## src/hw/hkw_regs.svh

```systemverilog
// Constants for the hot-key wake and analog switch control block.
// Assumes a byte-wide register port decoded by the device's serial bus slave.
`ifndef HKW_REGS_SVH
`define HKW_REGS_SVH

`define HKW_OFS_SWITCH_CTRL   8'hA1
`define HKW_OFS_LEGACY_CTRL   8'hA5
`define HKW_SW1_SEL_BIT       0
`define HKW_SW1_DIS_BIT       1
`define HKW_SW2_SEL_BIT       2
`define HKW_SW2_DIS_BIT       3
`define HKW_LEGACY_BIT        0
`define HKW_SWITCH_RESET      8'h00
`define HKW_LEGACY_RESET      8'h00
`define HKW_SWITCH_RW_MASK    8'h0F
`define HKW_LEGACY_RW_MASK    8'h01
`define HKW_MIN_PULSE_NS      62500
`define HKW_CLK_PERIOD_NS     8
`define HKW_MIN_PULSE_CYC     ((`HKW_MIN_PULSE_NS + `HKW_CLK_PERIOD_NS - 1) / `HKW_CLK_PERIOD_NS)

`endif

```

## src/hw/hkw_pkg.sv

```systemverilog
// Types shared by the hot-key wake block.
// Assumes the constants header is included by the design files.
`default_nettype none
package hkw_pkg;
    typedef enum logic [1:0] {
        HKW_AWAKE    = 2'b00,
        HKW_ASLEEP   = 2'b01,
        HKW_WAKING   = 2'b10
    } hkw_power_e;

    typedef struct packed {
        logic       wr;
        logic       rd;
        logic [7:0] addr;
        logic [7:0] wdata;
    } hkw_reg_req_s;

    typedef struct packed {
        logic [3:0] col;
        logic [3:0] row;
    } hkw_keypad_s;
endpackage
`default_nettype wire

```

## src/hw/hkw_pin_sync.sv

```systemverilog
// Three-stage synchroniser for one wake-key pin with edge detection.
// Assumes the pin is asynchronous to ref_clk.
`default_nettype none
module hkw_pin_sync (
    input  wire logic ref_clk,
    input  wire logic rst,
    input  wire logic pin_in,
    output logic      level,
    output logic      rise,
    output logic      fall
);
    logic s1_r;
    logic s2_r;
    logic s3_r;
    logic level_r;

    // A change counts once stages two and three agree.
    wire agree     = (s2_r == s3_r);
    wire level_nxt = agree ? s3_r : level_r;

    always_ff @(posedge ref_clk or posedge rst) begin
        if (rst) begin
            s1_r    <= 1'b0;
            s2_r    <= 1'b0;
            s3_r    <= 1'b0;
            level_r <= 1'b0;
        end else begin
            s1_r    <= pin_in;
            s2_r    <= s1_r;
            s3_r    <= s2_r;
            level_r <= level_nxt;
        end
    end

    assign level = level_r;
    assign rise  = level_nxt & ~level_r;
    assign fall  = ~level_nxt & level_r;
endmodule
`default_nettype wire

```

## src/hw/hkw_top.sv

```systemverilog
// Hot-key wake detection, analog switch control and legacy keypad pinout.
// Assumes a serial bus slave elsewhere delivers one-cycle byte read and write strobes.
`include "hkw_regs.svh"
`default_nettype none
module hkw_top
    import hkw_pkg::*;
#(
    parameter int NPINS = 24
) (
    input  wire logic                 ref_clk,
    input  wire logic                 rst,
    input  wire hkw_reg_req_s         reg_req,
    output logic [7:0]                reg_rdata,
    output logic                      reg_hit,
    input  wire logic [NPINS-1:0]     pin_in,
    input  wire logic [NPINS-1:0]     pin_is_primary,
    input  wire logic [NPINS-1:0]     pin_direction,
    input  wire logic [NPINS-1:0]     rising_edge_enable,
    input  wire logic [NPINS-1:0]     falling_edge_enable,
    input  wire logic                 global_int_enable,
    input  wire logic [NPINS-1:0]     pin_int_enable,
    input  wire logic                 sleep_request,
    input  wire logic [NPINS-1:0]     status_clear,
    output logic [NPINS-1:0]          edge_status,
    output logic                      host_int,
    output logic                      asleep,
    output logic                      wake_event,
    output logic                      switch1_select_b,
    output logic                      switch1_enable,
    output logic                      switch2_select_b,
    output logic                      switch2_enable,
    input  wire hkw_keypad_s          keypad_native,
    output logic                      legacy_pinout_select,
    output hkw_keypad_s               keypad_ball_native,
    output hkw_keypad_s               keypad_ball_legacy
);
    // ------------------------------------------------------------
    // Register port
    // ------------------------------------------------------------
    logic [7:0] switch_ctrl_r;
    logic [7:0] legacy_ctrl_r;
    logic [7:0] rdata_r;

    wire hit_switch = (reg_req.addr == `HKW_OFS_SWITCH_CTRL);
    wire hit_legacy = (reg_req.addr == `HKW_OFS_LEGACY_CTRL);
    wire [7:0] rd_mux = hit_switch ? switch_ctrl_r :
                        hit_legacy ? legacy_ctrl_r : 8'h00;

    always_ff @(posedge ref_clk or posedge rst) begin
        if (rst) begin
            switch_ctrl_r <= `HKW_SWITCH_RESET;
            legacy_ctrl_r <= `HKW_LEGACY_RESET;
            rdata_r       <= 8'h00;
        end else begin
            if (reg_req.wr && hit_switch)
                switch_ctrl_r <= reg_req.wdata & `HKW_SWITCH_RW_MASK;
            if (reg_req.wr && hit_legacy)
                legacy_ctrl_r <= reg_req.wdata & `HKW_LEGACY_RW_MASK;
            if (reg_req.rd)
                rdata_r <= rd_mux;
        end
    end

    assign reg_rdata = rdata_r;
    assign reg_hit   = hit_switch | hit_legacy;

    // ------------------------------------------------------------
    // Analog switches and legacy pinout
    // ------------------------------------------------------------
    assign switch1_select_b = switch_ctrl_r[`HKW_SW1_SEL_BIT];
    assign switch1_enable   = ~switch_ctrl_r[`HKW_SW1_DIS_BIT];
    assign switch2_select_b = switch_ctrl_r[`HKW_SW2_SEL_BIT];
    assign switch2_enable   = ~switch_ctrl_r[`HKW_SW2_DIS_BIT];

    assign legacy_pinout_select = legacy_ctrl_r[`HKW_LEGACY_BIT];
    // Only the eight keypad signals move; the inactive ball set is held low.
    assign keypad_ball_native = legacy_pinout_select ? '0 : keypad_native;
    assign keypad_ball_legacy = legacy_pinout_select ? keypad_native : '0;

    // ------------------------------------------------------------
    // Wake-key detection
    // ------------------------------------------------------------
    logic [NPINS-1:0] rise;
    logic [NPINS-1:0] fall;
    logic [NPINS-1:0] status_r;

    // The sampling clock keeps running in sleep, so keys are seen in both modes.
    // Any level held across three clock edges is seen, far below the minimum pulse width.
    genvar gi;
    generate
        for (gi = 0; gi < NPINS; gi++) begin : g_sync
            hkw_pin_sync u_sync (
                .ref_clk (ref_clk),
                .rst     (rst),
                .pin_in  (pin_in[gi]),
                .level   (),
                .rise    (rise[gi]),
                .fall    (fall[gi])
            );
        end
    endgenerate

    wire [NPINS-1:0] key_armed = pin_is_primary & ~pin_direction;
    wire [NPINS-1:0] key_edge  = key_armed & ((rise & rising_edge_enable) |
                                              (fall & falling_edge_enable));
    wire [NPINS-1:0] key_int   = status_r & pin_int_enable &
                                 {NPINS{global_int_enable}};

    always_ff @(posedge ref_clk or posedge rst) begin
        if (rst)
            status_r <= '0;
        else
            status_r <= key_edge | (status_r & ~status_clear);
    end

    assign edge_status = status_r;

    // ------------------------------------------------------------
    // Sleep and wake
    // ------------------------------------------------------------
    hkw_power_e pwr_r;
    hkw_power_e pwr_nxt;
    logic       int_r;
    wire        any_key = |(key_edge & pin_int_enable) & global_int_enable;

    always_comb begin
        pwr_nxt = pwr_r;
        case (pwr_r)
            HKW_AWAKE:  if (sleep_request && !any_key) pwr_nxt = HKW_ASLEEP;
            HKW_ASLEEP: if (any_key) pwr_nxt = HKW_WAKING;
            HKW_WAKING: pwr_nxt = HKW_AWAKE;
            default:    pwr_nxt = HKW_AWAKE;
        endcase
    end

    // While asleep or waking the interrupt is held back until the device is awake.
    wire int_nxt = |key_int & (pwr_r == HKW_AWAKE);

    always_ff @(posedge ref_clk or posedge rst) begin
        if (rst) begin
            pwr_r <= HKW_AWAKE;
            int_r <= 1'b0;
        end else begin
            pwr_r <= pwr_nxt;
            int_r <= int_nxt;
        end
    end

    assign host_int   = int_r;
    assign asleep     = (pwr_r != HKW_AWAKE);
    assign wake_event = (pwr_r == HKW_WAKING);

    // ------------------------------------------------------------
    // Checks
    // ------------------------------------------------------------
    a_key_sets_status: assert property (@(posedge ref_clk) disable iff (rst)
        (key_edge != '0) |=> ((status_r & $past(key_edge)) == $past(key_edge)))
        else $error("Wake-key edge did not set its status bit.");

    a_unarmed_no_int: assert property (@(posedge ref_clk) disable iff (rst)
        (!global_int_enable && !$past(global_int_enable)) |=> !host_int)
        else $error("Interrupt raised with global mask disabled.");

    a_sleep_wakes: assert property (@(posedge ref_clk) disable iff (rst)
        (pwr_r == HKW_ASLEEP && any_key) |=> wake_event ##1 !asleep)
        else $error("Asleep device did not wake on a key.");

    a_wake_then_int: assert property (@(posedge ref_clk) disable iff (rst)
        (wake_event && (|key_int)) |=> ##1 host_int)
        else $error("No interrupt after wake from sleep.");

    a_sw1_select: assert property (@(posedge ref_clk) disable iff (rst)
        (reg_req.wr && hit_switch) |=> switch1_select_b == $past(reg_req.wdata[0]))
        else $error("Switch 1 select does not follow its bit.");

    a_sw1_enable: assert property (@(posedge ref_clk) disable iff (rst)
        (reg_req.wr && hit_switch) |=> switch1_enable == !$past(reg_req.wdata[1]))
        else $error("Switch 1 enable does not follow its bit.");

    a_sw2_select: assert property (@(posedge ref_clk) disable iff (rst)
        (reg_req.wr && hit_switch) |=> switch2_select_b == $past(reg_req.wdata[2]))
        else $error("Switch 2 select does not follow its bit.");

    a_sw2_enable: assert property (@(posedge ref_clk) disable iff (rst)
        (reg_req.wr && hit_switch) |=> switch2_enable == !$past(reg_req.wdata[3]))
        else $error("Switch 2 enable does not follow its bit.");

    a_legacy_upper_zero: assert property (@(posedge ref_clk) disable iff (rst)
        (reg_req.rd && hit_legacy) |=> reg_rdata[7:1] == 7'h00)
        else $error("Legacy register upper bits not zero.");

    a_legacy_route: assert property (@(posedge ref_clk) disable iff (rst)
        legacy_pinout_select |-> (keypad_ball_legacy == keypad_native && keypad_ball_native == '0))
        else $error("Legacy keypad routing wrong.");
endmodule
`default_nettype wire

```

## config.mk

```make
export PLATFORM = sky130hd
export DESIGN_NAME = hkw_top
export DESIGN_NICKNAME = d
export VERILOG_FILES = /design/src/hw/hkw_pkg.sv /design/src/hw/hkw_pin_sync.sv /design/src/hw/hkw_top.sv
export VERILOG_INCLUDE_DIRS = /design/src /design/src/hw
export SDC_FILE = /design/constraint.sdc
export NUM_CORES = 1
export LEC_CHECK = 0
export ABC_CLOCK_PERIOD_IN_PS = 3850
export BUFFER_PORTS_ARGS = -buffer_cell sky130_fd_sc_hd__buf_2
export CAP_MARGIN = 15
export CORE_MARGIN = 5
export CORE_UTILIZATION = 50
export DETAILED_ROUTE_END_ITERATION = 8
export PLACE_DENSITY = 0.85
export SETUP_SLACK_MARGIN = 0.4
export SYNTH_ARGS = -nofsm -noshare
export SYNTH_HDL_FRONTEND = slang
export SYNTH_HIERARCHICAL = 1
export SYNTH_SLANG_ARGS = --single-unit
```

## constraint.sdc

```tcl
create_clock -name ref_clk -period 3.85 [get_ports ref_clk]
set_input_delay 0.385 -clock ref_clk [delete_from_list [all_inputs] [get_ports ref_clk]]
set_output_delay 0.385 -clock ref_clk [all_outputs]
set_load 0.01 [all_outputs]
```

After elaboration in Yosys (flattened, before gate mapping)

Index checks and enable logic that the tools add are counted.
W data, S select, Z words.

Multiplexer cells: 31
Reductions and logical operators: 9
Equality and inequality tests: 30
Bitwise logic cells: 113

Operator list:

| operator             | number |
|---|---|
| $and A24 B24 Y24     | 8 |
| $and A1 B1 Y1        | 50 |
| $not A1 Y1           | 50 |
| $not A24 Y24         | 2 |
| $or A24 B24 Y24      | 2 |
| $reduce_or A24 Y1    | 2 |
| $mux W1              | 25 |
| $eq A1 B1 Y1         | 24 |
| $eq A8 B8 Y1 const B | 2 |
| $mux W8              | 2 |
| $mux W2              | 2 |
| $mux W4              | 1 |
| $ne A2 B2 Y1 const B | 2 |
| $pmux W2 S2          | 1 |
| $logic_and A1 B1 Y1  | 3 |
| $eq A2 B1 Y1 const B | 1 |
| $eq A2 B2 Y1 const B | 1 |
| $logic_not A2 Y1     | 1 |
| $reduce_and A2 Y1    | 1 |
| $reduce_bool A2 Y1   | 1 |
| $logic_not A1 Y1     | 1 |
| $or A1 B1 Y1         | 1 |

Input bits: 198
Output and inout port bits: 57
Register bits: 136

Logic depth before layout (Yosys ltp)

Gate-level depths: netlist of the first run.

Depth in word-level cells: 14
Mapped depth: 6

By module

Netlist of the first run, hierarchy kept.

By module, submodules not included:

| module       | area each (um^2) | sequential area each (um^2) | cells an instance | times used |
|---|---|---|---|---|
| hkw_pin_sync | 132.6            | 100.1                       | 8                 | 24 |
| hkw_top      | 2,249.7          | 900.9                       | 240               | 1 |

Least setup slack after synthesis of the first run

No wires, ideal clock.

Path type: register -> register
Start point: register g_sync[0].u_sync.s3_r
End point: register pwr_r[1]
Path buffers: 0
Data arrival time: 1.558 ns
Data required time: 3.699 ns
Library setup time: 0.151 ns
Cell stages (with the launch flop): 7
Slack: 2.142 ns
Cell sequence: dfrtp_1 > and3b_2 > a22oi_1 > nor2_1 > a2111oi_0 > and3_1 > a31oi_1

RTL lines:

| what                          | RTL line           | RTL |
|---|---|---|
| start: declaration            | hkw_pin_sync.sv:14 | `logic s3_r;` |
| start signal: assignment      | hkw_pin_sync.sv:30 | `s3_r <= s2_r;` |
| $eq A1 B1 Y1                  | hkw_pin_sync.sv:18 | `wire agree = (s2_r == s3_r);` |
| $mux W1 *                     | hkw_pin_sync.sv:19 | `wire level_nxt = agree ? s3_r : level_r;` |
| $and A1 B1 Y1 *               | hkw_pin_sync.sv:36 | `assign rise = level_nxt & ~level_r;` |
| named net rise[0]             | hkw_top.sv:83      | `logic [NPINS-1:0] rise;` |
| $and A24 B24 Y24 *            | hkw_top.sv:104     | `wire [NPINS-1:0] key_edge = key_armed & ((rise & rising_edge_enable) \|` |
| $or A24 B24 Y24 *             | hkw_top.sv:104     |  |
| $and A24 B24 Y24 *            | hkw_top.sv:104     |  |
| $and A24 B24 Y24 *            | hkw_top.sv:124     | `wire any_key = \|(key_edge & pin_int_enable) & global_int_enable;` |
| $reduce_or A24 Y1 *           | hkw_top.sv:124     |  |
| $and A1 B1 Y1 *               | hkw_top.sv:124     |  |
| $logic_not A1 Y1              | hkw_top.sv:129     | `HKW_AWAKE: if (sleep_request && !any_key) pwr_nxt = HKW_ASLEEP;` |
| $logic_and A1 B1 Y1           | hkw_top.sv:129     |  |
| $ne A2 B2 Y1 (no line)        | n/a                |  |
| $reduce_and A2 Y1 (no line) * | n/a                |  |
| end signal: assignment        | hkw_top.sv:144     | `pwr_r <= pwr_nxt;` |
| end: declaration              | hkw_top.sv:121     | `hkw_power_e pwr_r;` |

Mark *: on every way through the listed nets, which the timed path passes. The rest lies on a longest branch.
A chain may end at the register's enable or synchronous reset.

Worst setup path after layout of the first run

Ends and elaborated chain as after synthesis.

==> run_results.csv, run 1 <==
group,metric,value,unit
power_and_ir_drop,power_leakage,3.82,nW
timing,timing.final.hold_violations,0,
yosys,synth_seq_cells,132,
power_and_ir_drop,combPwrFrac,10.5,%
floorplan,initial_core_util,50.6,%
final_layout,layout.cell_area.non_filler,0.00768,mm²
floorplan,number_of_cell_rows,38,
power_and_ir_drop,pwr_density_cell,460,mW/mm²
timing,max_fclk,441,MHz
final_layout,final_net_count,919,
grt,global_route.overflow_total,0,
critical_path,endpoint,"pwr_r[1]$_DFFE_PP0P_",
critical_path,r2r_end,"pwr_r[1]$_DFFE_PP0P_",
timing,unrepaired_setup_endpoints_after_global_routing,"false",
critical_path,reg2reg_slack,1580,ps
placed_design,final_estimated_routing_congestion_in_global_placement,1.01,
power_and_ir_drop,total_power,0.00353,W
yosys,synth.distinct_cells,35,
placed_design,detailed_place_hpwl,12.8,mm
placed_design,port-buffer-count,246,
timing,period_needed,2270,ps
power_and_ir_drop,power_report.internal_total,0.00268,W
grt,wire_length_of_the_first_global_routing_pass,25.3,mm
critical_path,cp-start-kind,"register",
drt,finalWirelength,16.4,mm
hold_path,min-delay-path-class,"primary input to async pin",
drt,firstDrtPassIters,5,
timing,clock_skew,7.13,ps
grt,globalRouteTotalUtil,25.5,%
drt,route.vias.total,4582,
floorplan,core_area,0.0107,mm²
timing,finalHoldWorstSlack,28.8,ps
grt,first_global_vias,4996,
floorplan,die_area,0.0130,mm²
power_and_ir_drop,power_spent_charging_and_discharging_nets,0.000847,W
clocking,clock_tree.root_cell,"clkbuf_8",
floorplan,floorplan.die.height,114,µm
yosys,ys_top_cells_by_area,"dfrtp_1 61%, nor3b_1 5.0%, maj3_2 5.0%",
critical_path,register_to_register_path_depth,6,
critical_path,critPathKind,"register to register",
job,cap_viol_max_count,0,
power_and_ir_drop,share_seq_of_total_power,43.6,%
timing,period_share,58.9,%
clocking,htreeDepth,4,
drt,first_iter_violations,176,
final_layout,post_route_cells_drive_above_1_share,46.0,%
timing,timing_max_transition_violations_final,0,
run_status,status,"finished clean",
clocking,worstSkewPairLatency,500,ps
clocking,cts_buffer_depth,2,
drt,ant_nets,0,
yosys,post_synth.cell_area_avg,12.6,µm²
clocking,cts.clk_slew.worst_paths,60,ps
yosys,synth_cells,432,
clocking,tritoncts.num_buffers,17,
critical_path,crit_path_end_kind,"register",
final_layout,antenna_cells,0,
power_and_ir_drop,switching_share,24.0,%
floorplan,design.portCount,255,
drt,drt_wl_cell,18.7,µm
yosys,yosys_warnings,6,
critical_path,largest_fanout_on_the_critical_path,3,
final_layout,flow.area_growth_from_synthesis,41.3,%
yosys,synthDominantCellAreaShare,60.8,%
yosys,netlist_area,0.00543,mm²
yosys,yosysTopAreaCell,"dfrtp_1",
drt,routed_via_density,5.24,
timing,fin_tns_setup,0,ps
power_and_ir_drop,peakVddDrop,348,µV
timing,finalSetupViolations,0,
clocking,clkSinkCount,132,
placed_design,placement.cell_area,0.00683,mm²
yosys,synth_sequential_area_ratio,60.8,%
timing,max_slew_margin,41.2,%
power_and_ir_drop,clock_power_share,45.9,%
grt,grt_antenna_before_repair,0,
timing,max_slew.worst_pin.slew,860,ps
critical_path,worstReg2RegStart,"g_sync[0].u_sync/s3_r$_DFF_PP0_",
drt,drc,0,
grt,largest_net_degree_at_the_start_of_global_routing,33,
clocking,tritoncts,"yes",
critical_path,setup.worst_path.start,"g_sync[0].u_sync/s3_r$_DFF_PP0_",
floorplan,die-width,114,µm
critical_path,critical_path_arrival,2610,ps
critical_path,worst_ep_required,4200,ps
metrics by stage:
step / utilization [%] / std cells / setup slack [ps]
2_1_floorplan: - / 435 / 2140
3_3_place_gp: 63.6 / 818 / 1680
3_5_place_dp: 63.6 / 818 / 1570
4_1_cts: 71.4 / 874 / 1520
5_1_grt: 71.4 / 874 / 1470
6_report: 71.4 / 874 / 1580
worst max-delay path, cell delays in order, from the launching register on:
cell	delay (ps)
dfrtp_1	400
and3b_2	210
a22oi_1	270
nor2_1	100
a2111oi_0	770
and3_1	290
a31oi_1	80
Yosys cell counts, drive strengths merged:
| cell | count |
|---|---|
| maj3 | 24 |
| inv | 63 |
| nand3 | 8 |
| nor3 | 1 |
| a22o | 1 |
| a2111oi | 4 |
| nor2b | 9 |
| o22ai | 20 |
| and2 | 8 |
| or2 | 1 |
| o32ai | 9 |
| nand4bb | 1 |
| nand2b | 16 |
| clkbuf | 1 |
| and2b | 1 |
| nand2 | 1 |
| a31oi | 1 |
| a221oi | 1 |
| nand3b | 9 |
| and3b | 24 |
| a22oi | 34 |
| and3 | 1 |
| nor3b | 36 |
| nor2 | 6 |
| mux2 | 6 |
| nand4 | 2 |
| conb | 1 |
| dfrtp | 132 |
| buf | 4 |
| o21ai | 4 |
| nor4 | 1 |
| nor4b | 2 |
area by class of cell:
| class | count | area, µm² |
|---|---|---|
| timing repair buffer | 272 | 1490 |
| tap | 140 | 175 |
| multi-input combinational | 235 | 1870 |
| clock inverter | 14 | 178 |
| fill | 780 | 3070 |
| sequential | 132 | 3300 |
| inverter | 63 | 236 |
| clock buffer | 18 | 428 |
logic make-up (layout without fill, tap and decap cells):
| kind of cell | count (synthesis) | in the layout | synth area share [%] |
|---|---|---|---|
| compound gates | 74 | 74 | 9.90 |
| fa+ha+maj | 24 | 24 | 4.97 |
| buf+inv | 68 | 367 | 4.97 |
| flops | 132 | 132 | 60.8 |
| mux | 6 | 6 | 1.52 |
| other cells | 1 | 4 | 0.0690 |
| simple gates | 127 | 127 | 17.8 |
power by group through the flow:
stage	Clock, W	Sequential (W)	Combinational [W]
floorplan	0	0.00155	0.000168
global placement	0	0.00155	0.000337
detailed placement	0	0.00156	0.000348
CTS	0.00164	0.00154	0.000373
global route	0.00171	0.00155	0.000406
finish	0.00162	0.00154	0.000371
timing repair:
| item | 4_1_cts | 5_1_grt |
|---|---|---|
| gates resized for setup | 0 | 0 |
| endpoints found under the hold margin | 24 | 0 |
| buffers inserted | 0 | 0 |
| hold buffers | 24 | 0 |
sequential cells by signal (all words and copies together) (netlist names):
| name | count |
|---|---|
| host_int | 1 |
| legacy_ctrl_r | 1 |
| g_sync.u_sync/s1_r | 24 |
| pwr_r | 2 |
| g_sync.u_sync/level | 24 |
| edge_status | 24 |
| g_sync.u_sync/s2_r | 24 |
| switch_ctrl_r | 4 |
| g_sync.u_sync/s3_r | 24 |
| reg_rdata | 4 |
layout by cell type (no fill, tap or decap), types with 16 or more instances in the layout:
cell / count
dfrtp_1: 132
maj3_2: 24
o22ai_1: 20
a22oi_1: 34
buf_2: 246
nand2b_1: 16
and3b_2: 24
inv_1: 62
clkbuf_16: 16
nor3b_1: 36
dlygate4sd3_1: 24
layer usage:
metal  vias to the layer above  part of all wire [%]  GRT usage (%)
li1                       2113                     -              -
met1                      2220                    38           29.3
met2                       218                    52           45.8
met3                        31                   7.7           6.82
met4                         0                   2.2           8.55
met5                         -                     0              0
worst min path at each step:
| stage | startpoint | end | slack (ps) | depth (start not counted) |
|---|---|---|---|---|
| 5_1_grt | rst | g_sync[6].u_sync/s2_r$_DFF_PP0_ | 20 | 3 |
| 4_1_cts | rst | g_sync[1].u_sync/s3_r$_DFF_PP0_ | 20 | 3 |
| 3_5_place_dp | g_sync[0].u_sync/s1_r$_DFF_PP0_ | g_sync[0].u_sync/s2_r$_DFF_PP0_ | 340 | 0 |
| 6_report | rst | g_sync[7].u_sync/s3_r$_DFF_PP0_ | 30 | 3 |
| 2_1_floorplan | rst | g_sync[0].u_sync/level$_DFF_PP0_ | 150 | 1 |
| 3_3_place_gp | g_sync[1].u_sync/s1_r$_DFF_PP0_ | g_sync[1].u_sync/s2_r$_DFF_PP0_ | 330 | 0 |
No activity file was read; power rests on OpenSTA's default activity.
==> run 2: changes to the inputs <==
--- a/config.mk
+++ b/config.mk
@@ -6,13 +6,14 @@
 export SDC_FILE = /design/constraint.sdc
 export NUM_CORES = 1
 export LEC_CHECK = 0
-export ABC_CLOCK_PERIOD_IN_PS = 3850
+export ABC_AREA = 1
+export ABC_CLOCK_PERIOD_IN_PS = 2350
 export BUFFER_PORTS_ARGS = -buffer_cell sky130_fd_sc_hd__buf_2
 export CAP_MARGIN = 15
 export CORE_MARGIN = 5
-export CORE_UTILIZATION = 50
+export CORE_UTILIZATION = 47
 export DETAILED_ROUTE_END_ITERATION = 8
-export PLACE_DENSITY = 0.85
+export PLACE_DENSITY = 0.8
 export SETUP_SLACK_MARGIN = 0.4
 export SYNTH_ARGS = -nofsm -noshare
 export SYNTH_HDL_FRONTEND = slang
==> constraint.sdc (replaced) <==
create_clock -name ref_clk -period 2.35 [get_ports ref_clk]
set_input_delay 0.235 -clock ref_clk [delete_from_list [all_inputs] [get_ports ref_clk]]
set_output_delay 0.235 -clock ref_clk [all_outputs]
set_load 0.01 [all_outputs]
==> run 2 against run 1 <==
Against the previous run: sequential share of layout area is 2.4 points lower; via count grew 15%; first-iteration DRC count is 34% higher; synthesized cell count increased by 57%; cell area rose by 5.9%; non-clock buffer count grew 16; die area up 10%; area after synthesis is 4.5% higher; sequential cell count stayed put; largest cell class unchanged; largest power group unchanged.
==> run_results.csv, run 2 <==
group,metric,value,unit
yosys,synth_seq_cells,132,
clocking,cts.clk_slew.worst_paths,60,ps
power_and_ir_drop,power_spent_charging_and_discharging_nets,0.00137,W
final_layout,multi_input_comb_area,0.00179,mm²
clocking,htreeDepth,4,
grt,grt_antenna_before_repair,2,
final_layout,final_common_cell,"buf_2",
clocking,worstSkewPairLatency,410,ps
placed_design,dpl_worst_slack,810,ps
floorplan,design.portCount,255,
drt,first_iter_violations,236,
yosys,yosys_warnings,6,
yosys,synth_edf_count,0,
power_and_ir_drop,peakVddDrop,549,µV
power_and_ir_drop,combPwrFrac,10.5,%
yosys,synth.distinct_cells,23,
grt,wire_length_of_the_first_global_routing_pass,24.0,mm
yosys,synthMostInstantiatedCell,"nand2_1",
yosys,synth-main-ff-cell,"dfrtp_1",
power_and_ir_drop,pwr_density_cell,738,mW/mm²
final_layout,layout.cell_area.non_filler,0.00813,mm²
floorplan,core_area,0.0119,mm²
clocking,clkSinkCount,132,
timing,timing_max_transition_violations_final,0,
floorplan,number_of_cell_rows,40,
grt,largest_net_degree_at_the_start_of_global_routing,26,
drt,routed_via_density,4.61,
power_and_ir_drop,switching_share,22.8,%
placed_design,port-buffer-count,246,
timing,max_fclk,621,MHz
timing,fin_tns_setup,0,ps
yosys,synthDominantCellAreaShare,58.2,%
yosys,post_synth.cell_area_avg,8.39,µm²
timing,unrepaired_setup_endpoints_after_global_routing,"false",
timing,max_slew_margin,60.5,%
run_status,status,"finished clean",
yosys,ys_top_cells_by_area,"dfrtp_1 58%, nand2_1 11%, inv_1 9.8%",
yosys,netlist_top_cells_count,"172 x nand2_1, 148 x inv_1, 132 x dfrtp_1, 68 x nor2_1, 28 x a21oi_1",
timing,finalHoldWorstSlack,15.0,ps
clocking,tritoncts,"yes",
timing,period_needed,1610,ps
clocking,postCtsResizedCells,0,
drt,drt_wl_cell,13.4,µm
drt,firstDrtPassIters,4,
final_layout,post_route_cells_drive_above_1_share,31.0,%
final_layout,n_fill_cell,945,
floorplan,initial_core_util,47.7,%
placed_design,detailed_place_hpwl,11.4,mm
yosys,netlist_area,0.00568,mm²
grt,globalRouteTotalUtil,21.6,%
timing,finalSetupViolations,0,
placed_design,place.detailed.instances,1069,
timing,final_critical_path_setup_slack,740,ps
critical_path,worst_ep_required,2120,ps
floorplan,die-width,120,µm
floorplan,floorplan.die.height,120,µm
grt,first_global_vias,5182,
hold_path,min-delay-path-class,"primary input to register",
timing,timing.final.hold_violations,0,
power_and_ir_drop,share_seq_of_total_power,42.0,%
yosys,yosysTopAreaCell,"dfrtp_1",
job,cap_viol_max_count,0,
final_layout,most-common-layout-cells,"246 x buf_2, 172 x nand2_1, 147 x inv_1",
drt,drc,0,
critical_path,critical_path_arrival,1370,ps
critical_path,cp-start-kind,"register",
yosys,postSynth.asyncResetShare,100,%
final_layout,seq_area,0.00330,mm²
critical_path,largest_fanout_on_the_critical_path,19,
timing,max_slew.worst_pin.slew,593,ps
timing,period_share,68.5,%
drt,route.vias.total,5266,
placed_design,final_estimated_routing_congestion_in_global_placement,0.872,
placed_design,placement.cell_area,0.00708,mm²
clocking,cts_buffer_depth,2,
yosys,synth_sequential_area_ratio,58.2,%
critical_path,critPathKind,"register to output pin",
final_layout,final_net_count,1179,
clocking,clock_tree.root_cell,"clkbuf_16",
power_and_ir_drop,power_leakage,4.70,nW
critical_path,crit_path_end_kind,"output pin",
grt,global_route.overflow_total,0,
final_layout,flow.area_growth_from_synthesis,43.2,%
floorplan,die_area,0.0144,mm²
power_and_ir_drop,power_report.internal_total,0.00463,W
yosys,synth_cells,677,
power_and_ir_drop,clock_power_share,47.5,%
drt,ant_nets,0,
clocking,tritoncts.num_buffers,17,
drt,finalWirelength,15.3,mm
final_layout,final-instance-count-excl-fill,1142,
timing,clock_skew,5.17,ps
==> run 2: cell types whose count changed after synthesis, moves of 17 or more <==
cell | previous run | this run
nor3_1 | 1 | 24
a21oi_1 | 0 | 28
and3b_2 | 24 | 0
o21ai_0 | 4 | 25
and3_2 | 0 | 24
nand2_1 | 0 | 172
o22ai_1 | 20 | 0
nand3_1 | 8 | 25
nor3b_1 | 36 | 0
a22oi_1 | 34 | 0
maj3_2 | 24 | 0
nor2_1 | 6 | 68
inv_1 | 63 | 148
==> run 2: power groups by stage <==
stage	clock [W]	sequential, W	combinational [W]
2_1_floorplan	0	0.00254	0.000286
3_3_place_gp	0	0.00255	0.000563
3_5_place_dp	0	0.00256	0.000576
4_1_cts	0.00289	0.00252	0.000635
5_1_grt	0.00301	0.00254	0.000720
6_report	0.00285	0.00252	0.000631
==> run 2: layout make-up <==
cell class	count	area share, %
clock buffers	24	6.17
clock inverters	8	1.79
well taps	147	2.26
diodes	1	0.0308
inverters	149	6.88
multi-input cells	393	22.0
flip-flops and latches	132	40.6
repair buffers	288	20.3
==> run 2: timing repair <==
action / 4_1_cts / 5_1_grt
setup endpoints to repair: 0 / 0
hold endpoints to repair: 135 / 0
buffers inserted: 0 / 0
hold buffers: 40 / 0
==> run 2: worst paths after layout <==
| path | start | to | slack [ps] | depth (start not counted) |
|---|---|---|---|---|
| min in group asynchronous | rst | g_sync[15].u_sync/level$_DFF_PP0_ | 550 | 3 |
| hold / removal | status_clear[20] | edge_status[20]$_DFF_PP0_ | 20 | 2 |
| hold reg to reg | g_sync[3].u_sync/s1_r$_DFF_PP0_ | g_sync[3].u_sync/s2_r$_DFF_PP0_ | 340 | 0 |
| max in group asynchronous | rst | reg_rdata[3]$_DFFE_PP0P_ | 1080 | 4 |
| setup / recovery | legacy_ctrl_r[0]$_DFFE_PP0P_ | keypad_ball_legacy[1] | 740 | 3 |
| setup reg to reg | g_sync[21].u_sync/s2_r$_DFF_PP0_ | pwr_r[1]$_DFFE_PP0P_ | 830 | 11 |
==> run 2: worst max-delay path, stage by stage, from the launching register on <==
cell and delay, ps:
dfrtp_1 680, nand2_1 100, inv_1 70, buf_2 120
==> run 2: cell families after synthesis <==
kind of cell	Yosys count	synth area share (%)
AO/OA/AOI/OAI	64	6.06
buffers and inverters	155	10.5
flip-flops	132	58.2
multiplexers	1	0.264
other	1	0.0661
AND/OR/NAND/NOR	324	24.9
==> run 2: per-stage QoR <==
stage                     utilization [%]  total power, W
after floorplan                         -         0.00283
after global placement               59.4         0.00311
after detailed placement             59.4         0.00313
after CTS                            68.2         0.00605
after global routing                 68.3         0.00627
final                                68.3         0.00600
==> run 2: per-layer routing <==
layer	wire length, µm	vias to the layer above	track usage [%]	part of all wire, %
met5	13	-	0	0.085
met3	1100	53	6.17	7.2
met4	595	2	10.9	3.9
li1	-	2685	-	-
met1	6160	2336	25.6	40
met2	7480	190	35.9	49
==> run 3: changes to the inputs <==
--- a/config.mk
+++ b/config.mk
@@ -7,13 +7,13 @@
 export NUM_CORES = 1
 export LEC_CHECK = 0
 export ABC_AREA = 1
-export ABC_CLOCK_PERIOD_IN_PS = 2350
+export ABC_CLOCK_PERIOD_IN_PS = 1400
 export BUFFER_PORTS_ARGS = -buffer_cell sky130_fd_sc_hd__buf_2
 export CAP_MARGIN = 15
 export CORE_MARGIN = 5
-export CORE_UTILIZATION = 47
+export CORE_UTILIZATION = 43
 export DETAILED_ROUTE_END_ITERATION = 8
-export PLACE_DENSITY = 0.8
+export PLACE_DENSITY = 0.77
 export SETUP_SLACK_MARGIN = 0.4
 export SYNTH_ARGS = -nofsm -noshare
 export SYNTH_HDL_FRONTEND = slang
==> constraint.sdc (replaced) <==
create_clock -name ref_clk -period 1.4 [get_ports ref_clk]
set_input_delay 0.14 -clock ref_clk [delete_from_list [all_inputs] [get_ports ref_clk]]
set_output_delay 0.14 -clock ref_clk [all_outputs]
set_load 0.01 [all_outputs]
==> run 3 against run 2 <==
Against the previous run: the run now ends with negative setup slack left; final cell count up 13%; combinational power rose to 2.8 times the previous value; clock-buffer cell count fell by 4; register-to-register slack got worse by 890 ps; cell area rose by 23%; first-iteration DRC count rose by 36%; largest cell class unchanged; largest power group unchanged; highest routed layer is now met4.
==> run_results.csv, run 3 (synthesized netlist as in run 2, its figures left out) <==
group,metric,value,unit
run_status,status,"complete, but fails checks",
run_status,violations,"negative setup slack",
drt,drc,0,
grt,largest_net_degree_at_the_start_of_global_routing,22,
floorplan,die-width,125,µm
floorplan,floorplan.die.height,125,µm
grt,global_route.overflow_total,0,
power_and_ir_drop,power_leakage,5.41,nW
hold_path,min-delay-path-class,"primary input to register",
grt,top_usage_layer,"met2",
timing,timing.final.hold_violations,0,
grt,met1_track_utilization_from_global_routing,27.0,%
critical_path,worst_ep_required,1740,ps
grt,globalRouteTotalUtil,23.8,%
timing,finalHoldWorstSlack,4.97,ps
final_layout,flow.area_growth_from_synthesis,76.2,%
grt,wire_length_of_the_first_global_routing_pass,29.7,mm
critical_path,critPathKind,"register to register",
critical_path,crit_path_end_kind,"register",
clocking,tritoncts,"yes",
final_layout,layout.cell_area.non_filler,0.0100,mm²
clocking,clkSinkCount,132,
floorplan,design.portCount,255,
hold_path,hold_path_depth,4,
floorplan,number_of_cell_rows,42,
final_layout,most-common-layout-cells,"213 x buf_2, 129 x dfrtp_1, 116 x nand2_1",
critical_path,setup.worst_path.start,"g_sync[3].u_sync/level$_DFF_PP0_",
critical_path,r2r_end,"pwr_r[1]$_DFFE_PP0P_",
final_layout,post_route_cells_drive_above_1_share,50.2,%
power_and_ir_drop,total_power,0.0106,W
critical_path,largest_fanout_on_the_critical_path,2,
drt,ant_nets,0,
clocking,clock_tree.root_cell,"clkbuf_16",
placed_design,place.detailed.instances,1117,
timing,unrepaired_setup_endpoints_after_global_routing,"true",
critical_path,cp-start-kind,"register",
drt,first_iter_violations,321,
placed_design,detailed_place_hpwl,12.8,mm
placed_design,final_estimated_routing_congestion_in_global_placement,0.918,
timing,period_needed,1460,ps
final_layout,final_net_count,1296,
placed_design,port-buffer-count,246,
grt,grt_util_met2,41.6,%
grt,use_met3,6.90,%
hold_path,worst_hold_startpoint,"pin_direction[11]",
final_layout,antenna_cells,0,
drt,route.vias.total,6285,
critical_path,reg2reg_slack,-60,ps
job,cap_viol_max_count,0,
clocking,tritoncts.num_buffers,17,
placed_design,placement.cell_area,0.00743,mm²
hold_path,hold_path_end,"edge_status[11]$_DFF_PP0_",
timing,final_critical_path_setup_slack,-62.6,ps
final_layout,final-instance-count-excl-fill,1287,
floorplan,initial_core_util,43.4,%
drt,firstDrtPassIters,8,
clocking,worstSkewPairLatency,410,ps
grt,first_global_vias,6356,
final_layout,final_common_cell,"buf_2",
clocking,cts.clk_slew.worst_paths,60,ps
floorplan,die_area,0.0156,mm²
drt,drt_wl_cell,16.4,µm
drt,finalWirelength,21.1,mm
clocking,htreeDepth,4,
critical_path,worstReg2RegStart,"g_sync[3].u_sync/level$_DFF_PP0_",
power_and_ir_drop,pwr_density_cell,1060,mW/mm²
timing,period_share,104,%
timing,clock_skew,8.44,ps
timing,max_fclk,684,MHz
timing,finalSetupViolations,8,
floorplan,core_area,0.0131,mm²
power_and_ir_drop,peakVddDrop,891,µV
grt,grt_antenna_before_repair,0,
clocking,cts_buffer_depth,2,
critical_path,critical_path_arrival,1800,ps
final_layout,finalCoreUtilization,76.4,%
timing,timing_max_transition_violations_final,0,
critical_path,register_to_register_path_depth,10,
drt,routed_via_density,4.88,
==> run 3: where the power goes <==
group	internal (W)	total (W)	switching [W]
clock network	0.00290	0.00456	0.00166
registers	0.00405	0.00425	0.000194
logic	0.000914	0.00175	0.000836
total	0.00786	0.0106	0.00269
==> run 3: how the worst max path moves through the flow <==
stage / cells after the start / to / slack, ps
6_report: 10 / pwr_r[1]$_DFFE_PP0P_ / -60
5_1_grt: 12 / pwr_r[1]$_DFFE_PP0P_ / -210
4_1_cts: 10 / pwr_r[0]$_DFFE_PP0P_ / -50
3_5_place_dp: 12 / pwr_r[1]$_DFFE_PP0P_ / -160
3_3_place_gp: 12 / pwr_r[1]$_DFFE_PP0P_ / -140
2_1_floorplan: 12 / pwr_r[1]$_DFFE_PP0P_ / 170
==> run 3: area by class of cell <==
type | count | area, µm²
clock buffer | 20 | 457
inverter | 149 | 562
sequential | 132 | 3310
timing repair buffer | 405 | 2890
tap | 176 | 220
fill | 788 | 3080
multi-input combinational | 393 | 2420
clock inverter | 12 | 153
==> run 3: layer usage <==
metal / wire length, µm / up-vias / part of all wire (%)
li1: - / 2919 / -
met1: 7860 / 2965 / 37
met2: 10900 / 345 / 52
met3: 1660 / 56 / 7.8
met4: 680 / 0 / 3.2
met5: 0 / - / 0
==> run 3: metrics by stage <==
step	setup TNS [ps]	setup slack, ps
finish	-174	-62.6
global route	-1010	-213
CTS	-82.5	-45.5
detailed placement	-310	-156
global placement	-264	-141
floorplan	0	174
==> run 3: what timing repair did <==
action	in CTS	in global routing
gates resized for setup	74	169
hold buffers	63	0
cloned	0	2
endpoints found under the setup margin	64	80
buffers inserted	43	30
pin swaps	31	78
endpoints found under the hold margin	187	0
==> run 3: worst max-delay path, cell delays in order (launching register included) <==
cell and delay (ps):
dfrtp_1 400, inv_2 90, and3_4 190, nand2_2 60, nand2_2 80, nand4_1 160
nand4_1 150, nor2_2 50, nand2_1 70, nand2_1 50, nor2_1 90
